[src/rtl/rlsa_consts.svh]
// Constants of the remote link supervision and alarm acknowledge block
// Assumes a 20 MHz clock and a 16-bit set value path
// How it works
// Supervise only active digital remote link
// Each message restarts timeout; silence means expiry
// Expiry drops remote control to manual
// Expiry turns output off or keeps it
// New timeout applies after current period ends
// Separate from network connection timeout
// Analog active refuses digital; digital ignores select
// Select pin low requests analog control
// Lock ends digital; analog only pauses
// Analog needs select; standby pin switches output in analog only
// Analog takes all four set values together
// Scale to chosen range; reference follows
// Clip analog set values to limits
// Protection thresholds never from analog port
// Shown set values are analog ones
// Host ignores status outputs during start
// Any alarm disables output as in manual
// Configurable alarm routing to two outputs
// Latched alarms cleared by standby pulse low
// Power fail, overtemp need ack if off
// Safety overvoltage never clears; shows both
// Common millisecond tick drives both timers
`ifndef RLSA_CONSTS_SVH
`define RLSA_CONSTS_SVH
`define RLSA_CLK_HZ 20000000
`define RLSA_MS_PER_S 1000
`define RLSA_MS_CYC (`RLSA_CLK_HZ / `RLSA_MS_PER_S)
`define RLSA_ACK_LOW_MS 50
`define RLSA_SV_W 16
`define RLSA_TO_W 16
`define RLSA_TO_RST_MS 1000
`define RLSA_ALM_MASTER_SLAVE 0
`define RLSA_ALM_OVERVOLT 1
`define RLSA_ALM_OVERCURR 2
`define RLSA_ALM_OVERPOWER 3
`define RLSA_ALM_PWR_FAIL 4
`define RLSA_ALM_OVERTEMP 5
`define RLSA_ALM_N 6
`endif

[src/rtl/rlsa_pkg.sv]
// Types of the remote link supervision block
// Assumes rlsa_consts.svh is on the include path
`include "rlsa_consts.svh"
package rlsa_pkg;
	typedef enum logic [1:0] {
		RLSA_LOC_MANUAL = 2'b00,
		RLSA_LOC_DIGITAL = 2'b01,
		RLSA_LOC_ANALOG = 2'b10
	} rlsa_loc_e;
	typedef logic [`RLSA_SV_W-1:0] rlsa_sv_t;
	typedef logic [`RLSA_ALM_N-1:0] rlsa_alm_t;
	typedef struct packed {
		rlsa_loc_e loc;
		logic [16:0] ms_div;
		logic ms_tick;
		logic [`RLSA_TO_W-1:0] to_cnt;
		logic [`RLSA_TO_W-1:0] to_len;
		logic expired;
		logic out_on;
		logic sb_prev;
		logic [5:0] low_ms;
		rlsa_alm_t latched;
		logic safety_ov;
		logic dig_err;
		logic ack;
		rlsa_sv_t v_set;
		rlsa_sv_t c_set;
		rlsa_sv_t p_set;
		rlsa_sv_t r_set;
		rlsa_sv_t v_mon;
		rlsa_sv_t c_mon;
		logic range10;
		logic alarm1;
		logic alarm2;
	} rlsa_state_s;
endpackage

[src/rtl/rlsa_top.sv]
// Remote link supervision, analog arbitration and alarm acknowledge
// Assumes synchronous pins and set values full scale 16-bit codes
`timescale 1ns/1ns
`default_nettype none
`include "rlsa_consts.svh"
module rlsa_top (
	// Clock and reset
	input wire logic clk,
	input wire logic arst_n,
	// Digital remote link
	input wire logic dig_req,
	input wire logic dig_release,
	input wire logic dig_msg,
	input wire logic to_wr,
	input wire logic [`RLSA_TO_W-1:0] to_ms,
	input wire logic keep_on_after_remote,
	input wire logic local_lock,
	// Output switching from manual side
	input wire logic manual_out_on,
	// Analog port inputs
	input wire logic remote_select_n,
	input wire logic output_standby_pin,
	input wire logic range_10v,
	input wire logic range_10v_cfg,
	input wire rlsa_pkg::rlsa_sv_t voltage_setpoint_input,
	input wire rlsa_pkg::rlsa_sv_t current_setpoint_input,
	input wire rlsa_pkg::rlsa_sv_t power_setpoint_input,
	input wire rlsa_pkg::rlsa_sv_t resistance_setpoint_input,
	// Manual set values, limits and actual values
	input wire rlsa_pkg::rlsa_sv_t man_v,
	input wire rlsa_pkg::rlsa_sv_t man_c,
	input wire rlsa_pkg::rlsa_sv_t man_p,
	input wire rlsa_pkg::rlsa_sv_t man_r,
	input wire rlsa_pkg::rlsa_sv_t lim_v,
	input wire rlsa_pkg::rlsa_sv_t lim_c,
	input wire rlsa_pkg::rlsa_sv_t lim_p,
	input wire rlsa_pkg::rlsa_sv_t lim_r,
	input wire rlsa_pkg::rlsa_sv_t act_v,
	input wire rlsa_pkg::rlsa_sv_t act_c,
	// Alarms
	input wire rlsa_pkg::rlsa_alm_t alarm_in,
	input wire logic safety_overvoltage_alarm,
	input wire logic power_fail_state_off,
	input wire logic overtemp_state_off,
	input wire rlsa_pkg::rlsa_alm_t route1,
	input wire rlsa_pkg::rlsa_alm_t route2,
	// Status
	output logic [1:0] location,
	output logic sup_expired,
	output logic dig_error,
	output logic ack_pulse,
	output logic out_enable,
	output logic ref_10v,
	output rlsa_pkg::rlsa_alm_t alarm_latched,
	output logic alarm_out1,
	output logic alarm_out2,
	// Applied set values and monitors
	output rlsa_pkg::rlsa_sv_t set_v,
	output rlsa_pkg::rlsa_sv_t set_c,
	output rlsa_pkg::rlsa_sv_t set_p,
	output rlsa_pkg::rlsa_sv_t set_r,
	output rlsa_pkg::rlsa_sv_t voltage_monitor_output,
	output rlsa_pkg::rlsa_sv_t current_monitor_output
);
	rlsa_pkg::rlsa_state_s st;
	rlsa_pkg::rlsa_state_s next_st;

	function automatic rlsa_pkg::rlsa_sv_t clip(input rlsa_pkg::rlsa_sv_t v,
		input rlsa_pkg::rlsa_sv_t lim);
		clip = (v > lim) ? lim : v;
	endfunction

	// --------------------------------------------------------------
	// Next state
	// --------------------------------------------------------------
	logic any_alarm;
	logic ack_ok;
	rlsa_pkg::rlsa_alm_t need_ack;
	always_comb begin
		next_st = st;
		next_st.dig_err = 1'b0;
		next_st.ack = 1'b0;
		next_st.expired = 1'b0;
		// Millisecond time base
		next_st.ms_tick = 1'b0;
		if (st.ms_div == 17'(`RLSA_MS_CYC - 1)) begin
			next_st.ms_div = 17'h0;
			next_st.ms_tick = 1'b1;
		end else begin
			next_st.ms_div = st.ms_div + 17'h1;
		end
		// Control location
		case (st.loc)
			rlsa_pkg::RLSA_LOC_MANUAL: begin
				if (!local_lock && !remote_select_n) begin
					next_st.loc = rlsa_pkg::RLSA_LOC_ANALOG;
				end else if (!local_lock && dig_req) begin
					next_st.loc = rlsa_pkg::RLSA_LOC_DIGITAL;
					next_st.to_cnt = st.to_len;
				end
			end
			rlsa_pkg::RLSA_LOC_DIGITAL: begin
				// Select pin changes ignored here
				if (local_lock || dig_release) begin
					next_st.loc = rlsa_pkg::RLSA_LOC_MANUAL;
				end else if (dig_msg) begin
					next_st.to_cnt = st.to_len;
				end else if (st.ms_tick && st.to_len != '0) begin
					if (st.to_cnt <= `RLSA_TO_W'(1)) begin
						next_st.loc = rlsa_pkg::RLSA_LOC_MANUAL;
						next_st.expired = 1'b1;
						if (!keep_on_after_remote)
							next_st.out_on = 1'b0;
					end else begin
						next_st.to_cnt = st.to_cnt - `RLSA_TO_W'(1);
					end
				end
			end
			rlsa_pkg::RLSA_LOC_ANALOG: begin
				if (dig_req)
					next_st.dig_err = 1'b1;
				// Lock pauses; returning needs select still low
				if (local_lock || remote_select_n)
					next_st.loc = rlsa_pkg::RLSA_LOC_MANUAL;
			end
			default: next_st.loc = rlsa_pkg::RLSA_LOC_MANUAL;
		endcase
		// Timeout length taken at once on any write, in every location; running count kept
		if (to_wr && st.loc != rlsa_pkg::RLSA_LOC_DIGITAL)
			next_st.to_len = to_ms;
		if (st.loc == rlsa_pkg::RLSA_LOC_DIGITAL && to_wr)
			next_st.to_len = to_ms;
		// Output enable, standby pin works in analog location only
		if (st.loc == rlsa_pkg::RLSA_LOC_ANALOG)
			next_st.out_on = output_standby_pin;
		else if (st.loc == rlsa_pkg::RLSA_LOC_MANUAL)
			next_st.out_on = manual_out_on;
		// Acknowledge by standby high-low-high
		next_st.sb_prev = output_standby_pin;
		if (output_standby_pin)
			next_st.low_ms = 6'h0;
		else if (st.ms_tick && st.low_ms != 6'h3f)
			next_st.low_ms = st.low_ms + 6'h1;
		if (ack_ok)
			next_st.ack = 1'b1;
		need_ack = rlsa_pkg::rlsa_alm_t'(6'h0f);
		need_ack[`RLSA_ALM_PWR_FAIL] = power_fail_state_off;
		need_ack[`RLSA_ALM_OVERTEMP] = overtemp_state_off;
		if (ack_ok)
			next_st.latched = alarm_in & need_ack;
		else
			next_st.latched = (st.latched & need_ack) | alarm_in;
		if (safety_overvoltage_alarm)
			next_st.safety_ov = 1'b1;
		if (any_alarm)
			next_st.out_on = 1'b0;
		// Set values, all four from one source
		// Limits come from configuration only
		if (st.loc == rlsa_pkg::RLSA_LOC_ANALOG) begin
			next_st.v_set = clip(voltage_setpoint_input, lim_v);
			next_st.c_set = clip(current_setpoint_input, lim_c);
			next_st.p_set = clip(power_setpoint_input, lim_p);
			next_st.r_set = clip(resistance_setpoint_input, lim_r);
		end else begin
			next_st.v_set = clip(man_v, lim_v);
			next_st.c_set = clip(man_c, lim_c);
			next_st.p_set = clip(man_p, lim_p);
			next_st.r_set = clip(man_r, lim_r);
		end
		// Range and monitors; codes are full scale of chosen range
		next_st.range10 = range_10v_cfg | range_10v;
		next_st.v_mon = act_v;
		next_st.c_mon = act_c;
		// Alarm routing, safety shows as both
		next_st.alarm1 = |(next_st.latched & route1) |
			next_st.safety_ov;
		next_st.alarm2 = |(next_st.latched & route2) |
			next_st.safety_ov;
	end
	assign any_alarm = |alarm_in | safety_overvoltage_alarm | st.safety_ov |
		(|st.latched);
	assign ack_ok = output_standby_pin && !st.sb_prev &&
		(st.low_ms >= 6'(`RLSA_ACK_LOW_MS));

	// --------------------------------------------------------------
	// State register
	// --------------------------------------------------------------
	always_ff @(posedge clk or negedge arst_n) begin
		if (!arst_n) begin
			st <= '0;
			st.to_len <= `RLSA_TO_W'(`RLSA_TO_RST_MS);
		end else begin
			st <= next_st;
		end
	end

	// --------------------------------------------------------------
	// Outputs
	// --------------------------------------------------------------
	// Network connection timeout is separate logic
	assign location = st.loc;
	assign sup_expired = st.expired;
	assign dig_error = st.dig_err;
	assign ack_pulse = st.ack;
	assign out_enable = st.out_on;
	assign ref_10v = st.range10;
	assign alarm_latched = st.latched;
	assign alarm_out1 = st.alarm1;
	assign alarm_out2 = st.alarm2;
	assign set_v = st.v_set;
	assign set_c = st.c_set;
	assign set_p = st.p_set;
	assign set_r = st.r_set;
	assign voltage_monitor_output = st.v_mon;
	assign current_monitor_output = st.c_mon;

	// --------------------------------------------------------------
	// Checks
	// --------------------------------------------------------------
	expiry_exit_a: assert property (
		@(posedge clk) disable iff (!arst_n)
		st.expired |-> st.loc == rlsa_pkg::RLSA_LOC_MANUAL)
		else $error("expiry left remote active");

	expiry_off_a: assert property (
		@(posedge clk) disable iff (!arst_n)
		$rose(st.expired) && !$past(keep_on_after_remote) |-> !st.out_on)
		else $error("expiry kept output on");

	msg_restart_a: assert property (
		@(posedge clk) disable iff (!arst_n)
		st.loc == rlsa_pkg::RLSA_LOC_DIGITAL && dig_msg && !local_lock
		&& !dig_release |=> !st.expired)
		else $error("message did not restart timeout");

	analog_refuse_a: assert property (
		@(posedge clk) disable iff (!arst_n)
		st.loc == rlsa_pkg::RLSA_LOC_ANALOG && dig_req |=> st.dig_err)
		else $error("digital request not refused");

	lock_ends_a: assert property (
		@(posedge clk) disable iff (!arst_n)
		local_lock |=> st.loc == rlsa_pkg::RLSA_LOC_MANUAL)
		else $error("lock did not end remote");

	alarm_off_a: assert property (
		@(posedge clk) disable iff (!arst_n)
		|alarm_in |=> !st.out_on)
		else $error("alarm left output on");

	ack_low_a: assert property (
		@(posedge clk) disable iff (!arst_n)
		st.ack |-> $past(st.low_ms) >= 6'(`RLSA_ACK_LOW_MS))
		else $error("ack with short low phase");

	safety_stay_a: assert property (
		@(posedge clk) disable iff (!arst_n)
		st.safety_ov |=> st.safety_ov && st.alarm1 && st.alarm2)
		else $error("safety alarm cleared");

	clip_a: assert property (
		@(posedge clk) disable iff (!arst_n)
		1'b1 |=> st.v_set <= $past(lim_v))
		else $error("set value above limit");

	expiry_pulse_a: assert property (
		@(posedge clk) disable iff (!arst_n)
		st.expired |=> !st.expired)
		else $error("expiry pulse too long");

	err_pulse_a: assert property (
		@(posedge clk) disable iff (!arst_n)
		st.dig_err |-> $past(st.loc) == rlsa_pkg::RLSA_LOC_ANALOG
		&& $past(dig_req))
		else $error("error without refused request");

	ack_edge_a: assert property (
		@(posedge clk) disable iff (!arst_n)
		st.ack |-> $past(output_standby_pin) && !$past(st.sb_prev))
		else $error("ack without rising standby edge");

	ack_clear_a: assert property (
		@(posedge clk) disable iff (!arst_n)
		st.ack |-> (st.latched & ~$past(alarm_in)) == '0)
		else $error("ack left cleared alarm latched");

	alarm_latch_a: assert property (
		@(posedge clk) disable iff (!arst_n)
		|alarm_in[3:0] |=>
		(st.latched[3:0] & $past(alarm_in[3:0])) == $past(alarm_in[3:0]))
		else $error("active alarm not latched");

	fail_free_a: assert property (
		@(posedge clk) disable iff (!arst_n)
		!power_fail_state_off && !alarm_in[`RLSA_ALM_PWR_FAIL] |=>
		!st.latched[`RLSA_ALM_PWR_FAIL])
		else $error("power fail latched without need");

	temp_free_a: assert property (
		@(posedge clk) disable iff (!arst_n)
		!overtemp_state_off && !alarm_in[`RLSA_ALM_OVERTEMP] |=>
		!st.latched[`RLSA_ALM_OVERTEMP])
		else $error("overtemperature latched without need");

	safety_seen_a: assert property (
		@(posedge clk) disable iff (!arst_n)
		safety_overvoltage_alarm |=> st.safety_ov && st.alarm1 && st.alarm2)
		else $error("safety alarm not shown on both outputs");

	safety_off_a: assert property (
		@(posedge clk) disable iff (!arst_n)
		st.safety_ov |-> !st.out_on)
		else $error("output on during safety alarm");

	latch_off_a: assert property (
		@(posedge clk) disable iff (!arst_n)
		|st.latched |=> !st.out_on)
		else $error("output on with latched alarm");

	range_ref_a: assert property (
		@(posedge clk) disable iff (!arst_n)
		1'b1 |=> st.range10 == ($past(range_10v_cfg) | $past(range_10v)))
		else $error("reference does not follow range");

	mon_follow_a: assert property (
		@(posedge clk) disable iff (!arst_n)
		1'b1 |=> st.v_mon == $past(act_v) && st.c_mon == $past(act_c))
		else $error("monitor does not follow actual value");

	analog_take_a: assert property (
		@(posedge clk) disable iff (!arst_n)
		st.loc == rlsa_pkg::RLSA_LOC_ANALOG && current_setpoint_input <= lim_c
		|=> st.c_set == $past(current_setpoint_input))
		else $error("analog current set value not taken");

	manual_set_a: assert property (
		@(posedge clk) disable iff (!arst_n)
		st.loc != rlsa_pkg::RLSA_LOC_ANALOG && man_v <= lim_v
		|=> st.v_set == $past(man_v))
		else $error("manual set value mixed in");

	remote_only_a: assert property (
		@(posedge clk) disable iff (!arst_n)
		st.loc != rlsa_pkg::RLSA_LOC_DIGITAL |=> !st.expired)
		else $error("expiry outside digital remote");

	sel_entry_a: assert property (
		@(posedge clk) disable iff (!arst_n)
		st.loc == rlsa_pkg::RLSA_LOC_MANUAL && !local_lock && !remote_select_n
		|=> st.loc == rlsa_pkg::RLSA_LOC_ANALOG)
		else $error("select low did not enter analog");

	digital_hold_a: assert property (
		@(posedge clk) disable iff (!arst_n)
		st.loc == rlsa_pkg::RLSA_LOC_DIGITAL && !local_lock && !dig_release
		&& !st.ms_tick |=> st.loc == rlsa_pkg::RLSA_LOC_DIGITAL)
		else $error("digital remote left without cause");

	to_keep_a: assert property (
		@(posedge clk) disable iff (!arst_n)
		st.loc == rlsa_pkg::RLSA_LOC_DIGITAL && to_wr && !dig_msg
		&& !st.ms_tick && !local_lock && !dig_release
		|=> st.to_cnt == $past(st.to_cnt))
		else $error("timeout write altered running period");
endmodule // rlsa_top
`default_nettype wire

[config.mk]
export PLATFORM = sky130hd
export DESIGN_NAME = rlsa_top
export DESIGN_NICKNAME = d
export VERILOG_FILES = /design/src/rtl/rlsa_pkg.sv /design/src/rtl/rlsa_top.sv
export VERILOG_INCLUDE_DIRS = /design/src /design/src/rtl
export SDC_FILE = /design/constraint.sdc
export NUM_CORES = 1
export LEC_CHECK = 0
export ABC_AREA = 0
export BUFFER_PORTS_ARGS = -buffer_cell sky130_fd_sc_hd__buf_2
export CAP_MARGIN = 15
export CORE_MARGIN = 2
export CORE_UTILIZATION = 50
export DETAILED_ROUTE_END_ITERATION = 10
export GPL_TIMING_DRIVEN = 0
export HOLD_SLACK_MARGIN = 0.12
export PLACE_DENSITY = 0.8
export SYNTH_ARGS = -nofsm -noshare
export SYNTH_HDL_FRONTEND = slang
export SYNTH_SLANG_ARGS = --single-unit
[constraint.sdc]
create_clock -name clk -period 2.7 [get_ports clk]
set_input_delay 0.27 -clock clk [delete_from_list [all_inputs] [get_ports clk]]
set_output_delay 0.27 -clock clk [all_outputs]
set_load 0.01 [all_outputs]
; ---- Yosys cells after proc, flatten, opt, wreduce, memory -nomap -nowiden
; Index checks and enable logic that the tools add are counted.
[totals]
ff_bits = 169
inputBits = 274
[classes]
n_mux = 44
eq_ne = 18
order_cmp = 10
bitwise_logic = 11
add_sub_neg = 3
n_reduce_logical = 28
[ops]
columns = operator, count
row1 = 16-bit two-way mux, 16
row2 = 16-bit > comparator, 8
row3 = 64-bit two-way mux, 1
row4 = 16-bit one-hot mux with 2 select lines, 1
row5 = 6-bit bitwise AND, 4
row6 = 2-bit two-way mux, 12
row7 = 6-bit OR reduction, 4
row8 = 6-bit two-way mux, 3
row9 = 3-bit != test (second input constant), 6
row10 = 17-bit by 1-bit adder with 17-bit output (second input constant), 1
row11 = 17-bit by 15-bit == test with 1-bit output (second input constant), 1
row12 = 17-bit two-way mux, 1
row13 = 16-bit by 1-bit less-or-equal comparator with 1-bit output (second input constant), 1
row14 = 16-bit nonzero test, 1
row15 = 16-bit by 1-bit subtractor with 16-bit output (second input constant), 1
row16 = 6-bit AND reduction, 2
row17 = 4-bit nonzero test, 3
row18 = 1-bit two-way mux, 9
row19 = 1-bit logical AND, 8
row20 = 2-bit != test (second input constant), 4
row21 = 4-bit by 1-bit != test with 1-bit output (second input constant), 2
row22 = 6-bit by 1-bit adder with 6-bit output (second input constant), 1
row23 = 6-bit greater-or-equal comparator (second input constant), 1
row24 = 6-bit != test (second input constant), 1
row25 = other kinds (12), 22

; ---- Depth between registers and ports, before layout
[depth]
depth_word = 9
ltp_mapped = 11
depth_no_buf = 9

; ---- Least setup slack after synthesis
; OpenSTA, ideal clock, no wires.
[synth_timing]
path_kind = in2reg
start = input port lim_p[15]
end = register st (netlist bit set_p[10])
arrival_ns = 2.249
stages = 8
setup_time_ns = 0.126
path_buffers = 1
required_time_ns = 2.574
setup_slack_ns = 0.326
cell_sequence = inv_1 -> ha_1 -> nand4_2 -> or4_4 -> o32ai_4 -> mux2i_4 -> buf_6 -> a221o_1
[synth_rtl]
columns = element, line_no
row1 = start: declaration, rlsa_top.sv:36  ; input wire rlsa_pkg::rlsa_sv_t lim_p,
row2 = end signal: assignment, rlsa_top.sv:193  ; st <= next_st;
row3 = end: declaration, rlsa_top.sv:65  ; rlsa_pkg::rlsa_state_s st;

==> flow_metrics.tcl <==
set metrics [dict create \
    slowest_stage "o311ai_0" \
    hold_path.startpoint "power_fail_state_off" \
    path_cells "dlygate4sd3_1 -> buf_2 -> inv_1 -> ha_1 -> a21oi_1 -> o311ai_0 -> o32ai_4 -> clkbuf_2 -> and3_2 -> a221o_1" \
    synth-edff-count 0 \
    hold_ws_ps 152 \
    antenna_found_initial 10 \
    num_vias 11000 \
    slew-limit-headroom 0.344 \
    grt_pass1_vias 11200 \
    synth.area.top_cells "dfrtp_1 37%, ha_1 15%, buf_4 7.4%" \
    dp.cells 1755 \
    io-pin-count 385 \
    synthCells 1090 \
    wl_mm 35.9 \
    min_path_cells 2 \
    min_path_type "input port to flip-flop" \
    yosys.area.top_type "dfrtp_1" \
    cp.arrival_ps 3000 \
    cts_tree "yes" \
    async_flop_share 1.00 \
    yosys_warnings 0 \
    r2r-end "alarm_out2$_DFF_PN0_" \
    area_growth_pct 45.1 \
    avgSynthCellArea_sq_um 9.99 \
    die_w_um 152 \
    cts-htree-levels 4 \
    dp_slack_ps -269 \
    synth_top_area_share 0.374 \
    crit_buf_inv 4 \
    yosysUniqueCellTypes 73 \
    finalCritPeriodShare 0.998 \
    drt-initial-drc-count 478 \
    power.density_nw_per_um2 482 \
    clock_sinks 169 \
    nets 2090 \
    dr.pass1.iters 5 \
    slew_violations 0 \
    fmax_ghz 0.371 \
    seq_area_frac_synth 0.389 \
    fill_cells 1487 \
    final_util 0.731 \
    crit_required_ps 3010 \
    drc 0 \
    synth_nets 1497 \
    ys.flop_type "dfrtp_1" \
    ys_ff_latch 169 \
    grt_pass1_wl_mm 54.5 \
    criticalPathCategory "input port to flip-flop" \
    grt_max_degree 115 \
    cts-buffers-inserted 17 \
    antenna_left 0 \
    skew_ps 13.2 \
    p_leak_uw 0.00792 \
    rr_worst_depth 7 \
    path_delay_family "compound AO/OA/AOI/OAI gates" \
    rsz0062_at_grt "true" \
    worst_slew_pin_slew_ps 982 \
    whs_endpoint "alarm_latched[4]$_DFF_PN0_" \
    wl_per_cell_um 18.1 \
    rows 54 \
    layout-drive-gt1-share 0.360 \
    cap_violations 0 \
    crit_fanout 10 \
    vias_per_cell 5.53 \
    outcome "finished, final reports clean" \
    fp.dieH_um 152 \
    initial_core_util 0.504 \
    peakVddDrop_uv 309 \
    cts-root-buf "clkbuf_16" \
    start_kind "input port" \
    setup_viol 0 \
    hpwl_mm 25.2 \
    die_area_sq_um 23000 \
    gp_congestion 0.945 \
    clk_pin_slew_ps 70 \
    setup_ws_ps 4.45 \
    worstReg2RegStart "st[109]$_DFFE_PN0P_" \
    hold_viol_final 0 \
    syn_area_sq_um 10900 \
    multi_input_comb_area_sq_um 5500 \
    period_minus_slack_ps 2700 \
    core_sq_um 21600 \
    r2r_setup_slack_ps 240 \
    seq_area_sq_um 4240 \
    grt_use_total 0.304 \
    end_kind "flip-flop" \
    clk_latency_ps 430 \
    fin_cells 1987 \
    port_buffers 383 \
    fin_tns_setup_ps 0 \
    gr-total-overflow 0 \
    max-clock-path-buffers 2 \
    slowest_delay_ps 730 \
]
==> synth_stat cells, drive strengths merged (6+ instances only) <==
cell,instances
dfrtp,163
o21ai,55
clkbuf,16
a22oi,22
xor2,9
or4,9
a21o,9
a211oi,6
nor3,21
ha,133
mux2,16
buf,115
xnor2,11
nand4,27
and3,37
inv,81
dfstp,6
nand2,49
nor2b,10
a21oi,73
a221o,48
nor2,59
and2,22
nor4,12
nand3,16
==> power by group <==
part / switching, uW / internal [uW] / leakage [uW]
Combinational: 1090 / 1160 / 0.00561
Sequential: 150 / 2810 / 0.00202
Clock: 1160 / 1260 / 0.000285
Total: 2400 / 5220 / 0.00792
==> worst register-to-register path, cell delays in order, from the launching register on <==
cell and delay (ps):
dfrtp_1 450, ha_1 250, o41ai_4 580, a21o_1 200
a22o_1 180, a22oi_1 120, nand3_1 80, dlygate4sd3_1 540
==> stage by stage <==
step / total power [uW] / area [sq um]
6_report: 7620 / 15800
3_5_place_dp: 4920 / 13200
3_3_place_gp: 4860 / 13200
5_1_grt: 8010 / 15800
2_1_floorplan: 4130 / 10900
4_1_cts: 7570 / 15700
==> placed cells by master (no fill, tap or decap), types with 25 or more instances in the layout <==
master         count
nand4_1           25
inv_1             81
a221o_1           42
nor2_1            57
buf_2            386
nand2_1           48
dlygate4sd3_1    190
ha_1             133
dfrtp_1          163
buf_4            110
o21ai_0           49
a21oi_1           72
==> worst max path at each step <==
stage | startpoint | endpoint | slack [ps] | cells past startpoint
after floorplan | lim_p[15] | set_p[10]$_DFF_PN0_ | 330 | 8
after global placement | arst_n | set_r[11]$_DFF_PN0_ | -1300 | 1
after detailed placement | lim_r[14] | set_r[12]$_DFF_PN0_ | -270 | 10
after CTS | power_setpoint_input[11] | set_p[6]$_DFF_PN0_ | 10 | 11
after global routing | man_r[1] | set_r[10]$_DFF_PN0_ | -30 | 11
final | lim_p[8] | set_p[6]$_DFF_PN0_ | 4 | 10
==> layer usage <==
metal,part of all wire,track usage
met3,0.084,0.0799
met5,0.00033,0
met1,0.37,0.344
met4,0.060,0.168
met2,0.49,0.524
==> sequential cells by signal (all words and copies together) (netlist names), 2 cells and up <==
signal / flops
current_monitor_output: 16
set_p: 16
set_v: 16
location: 2
set_c: 16
st: 58
set_r: 16
alarm_latched: 6
voltage_monitor_output: 16
==> final cells by class <==
type,instances,share of cell area
Multi-Input combinational cell,709,0.348
Sequential cell,169,0.268
Timing Repair Buffer,577,0.246
Buffer,128,0.0580
Clock buffer,18,0.0278
Tap cell,280,0.0222
Inverter,81,0.0192
Clock inverter,14,0.00926
Antenna cell,11,0.00174
==> logic make-up (layout without fill, tap and decap cells) <==
| logic type | count (synthesis) | count (layout) | synth area share |
|---|---|---|---|
| AND/OR/NAND/NOR | 279 | 279 | 0.137 |
| AO/OA/AOI/OAI | 258 | 258 | 0.170 |
| buffers and inverters | 212 | 818 | 0.113 |
| flip-flops | 169 | 169 | 0.389 |
| adder cells (fa/ha/maj) | 133 | 133 | 0.153 |
| XOR/XNOR | 20 | 20 | 0.0161 |
| multiplexers | 19 | 19 | 0.0216 |
| other | 0 | 11 | 0 |
==> what timing repair did <==
item	4_1_cts	5_1_grt
endpoints found under the setup margin	0	54
resized for setup	0	16
endpoints found under the hold margin	178	0
hold buffers	190	0
setup buffers	0	2
(Power assumes the default switching activity.)
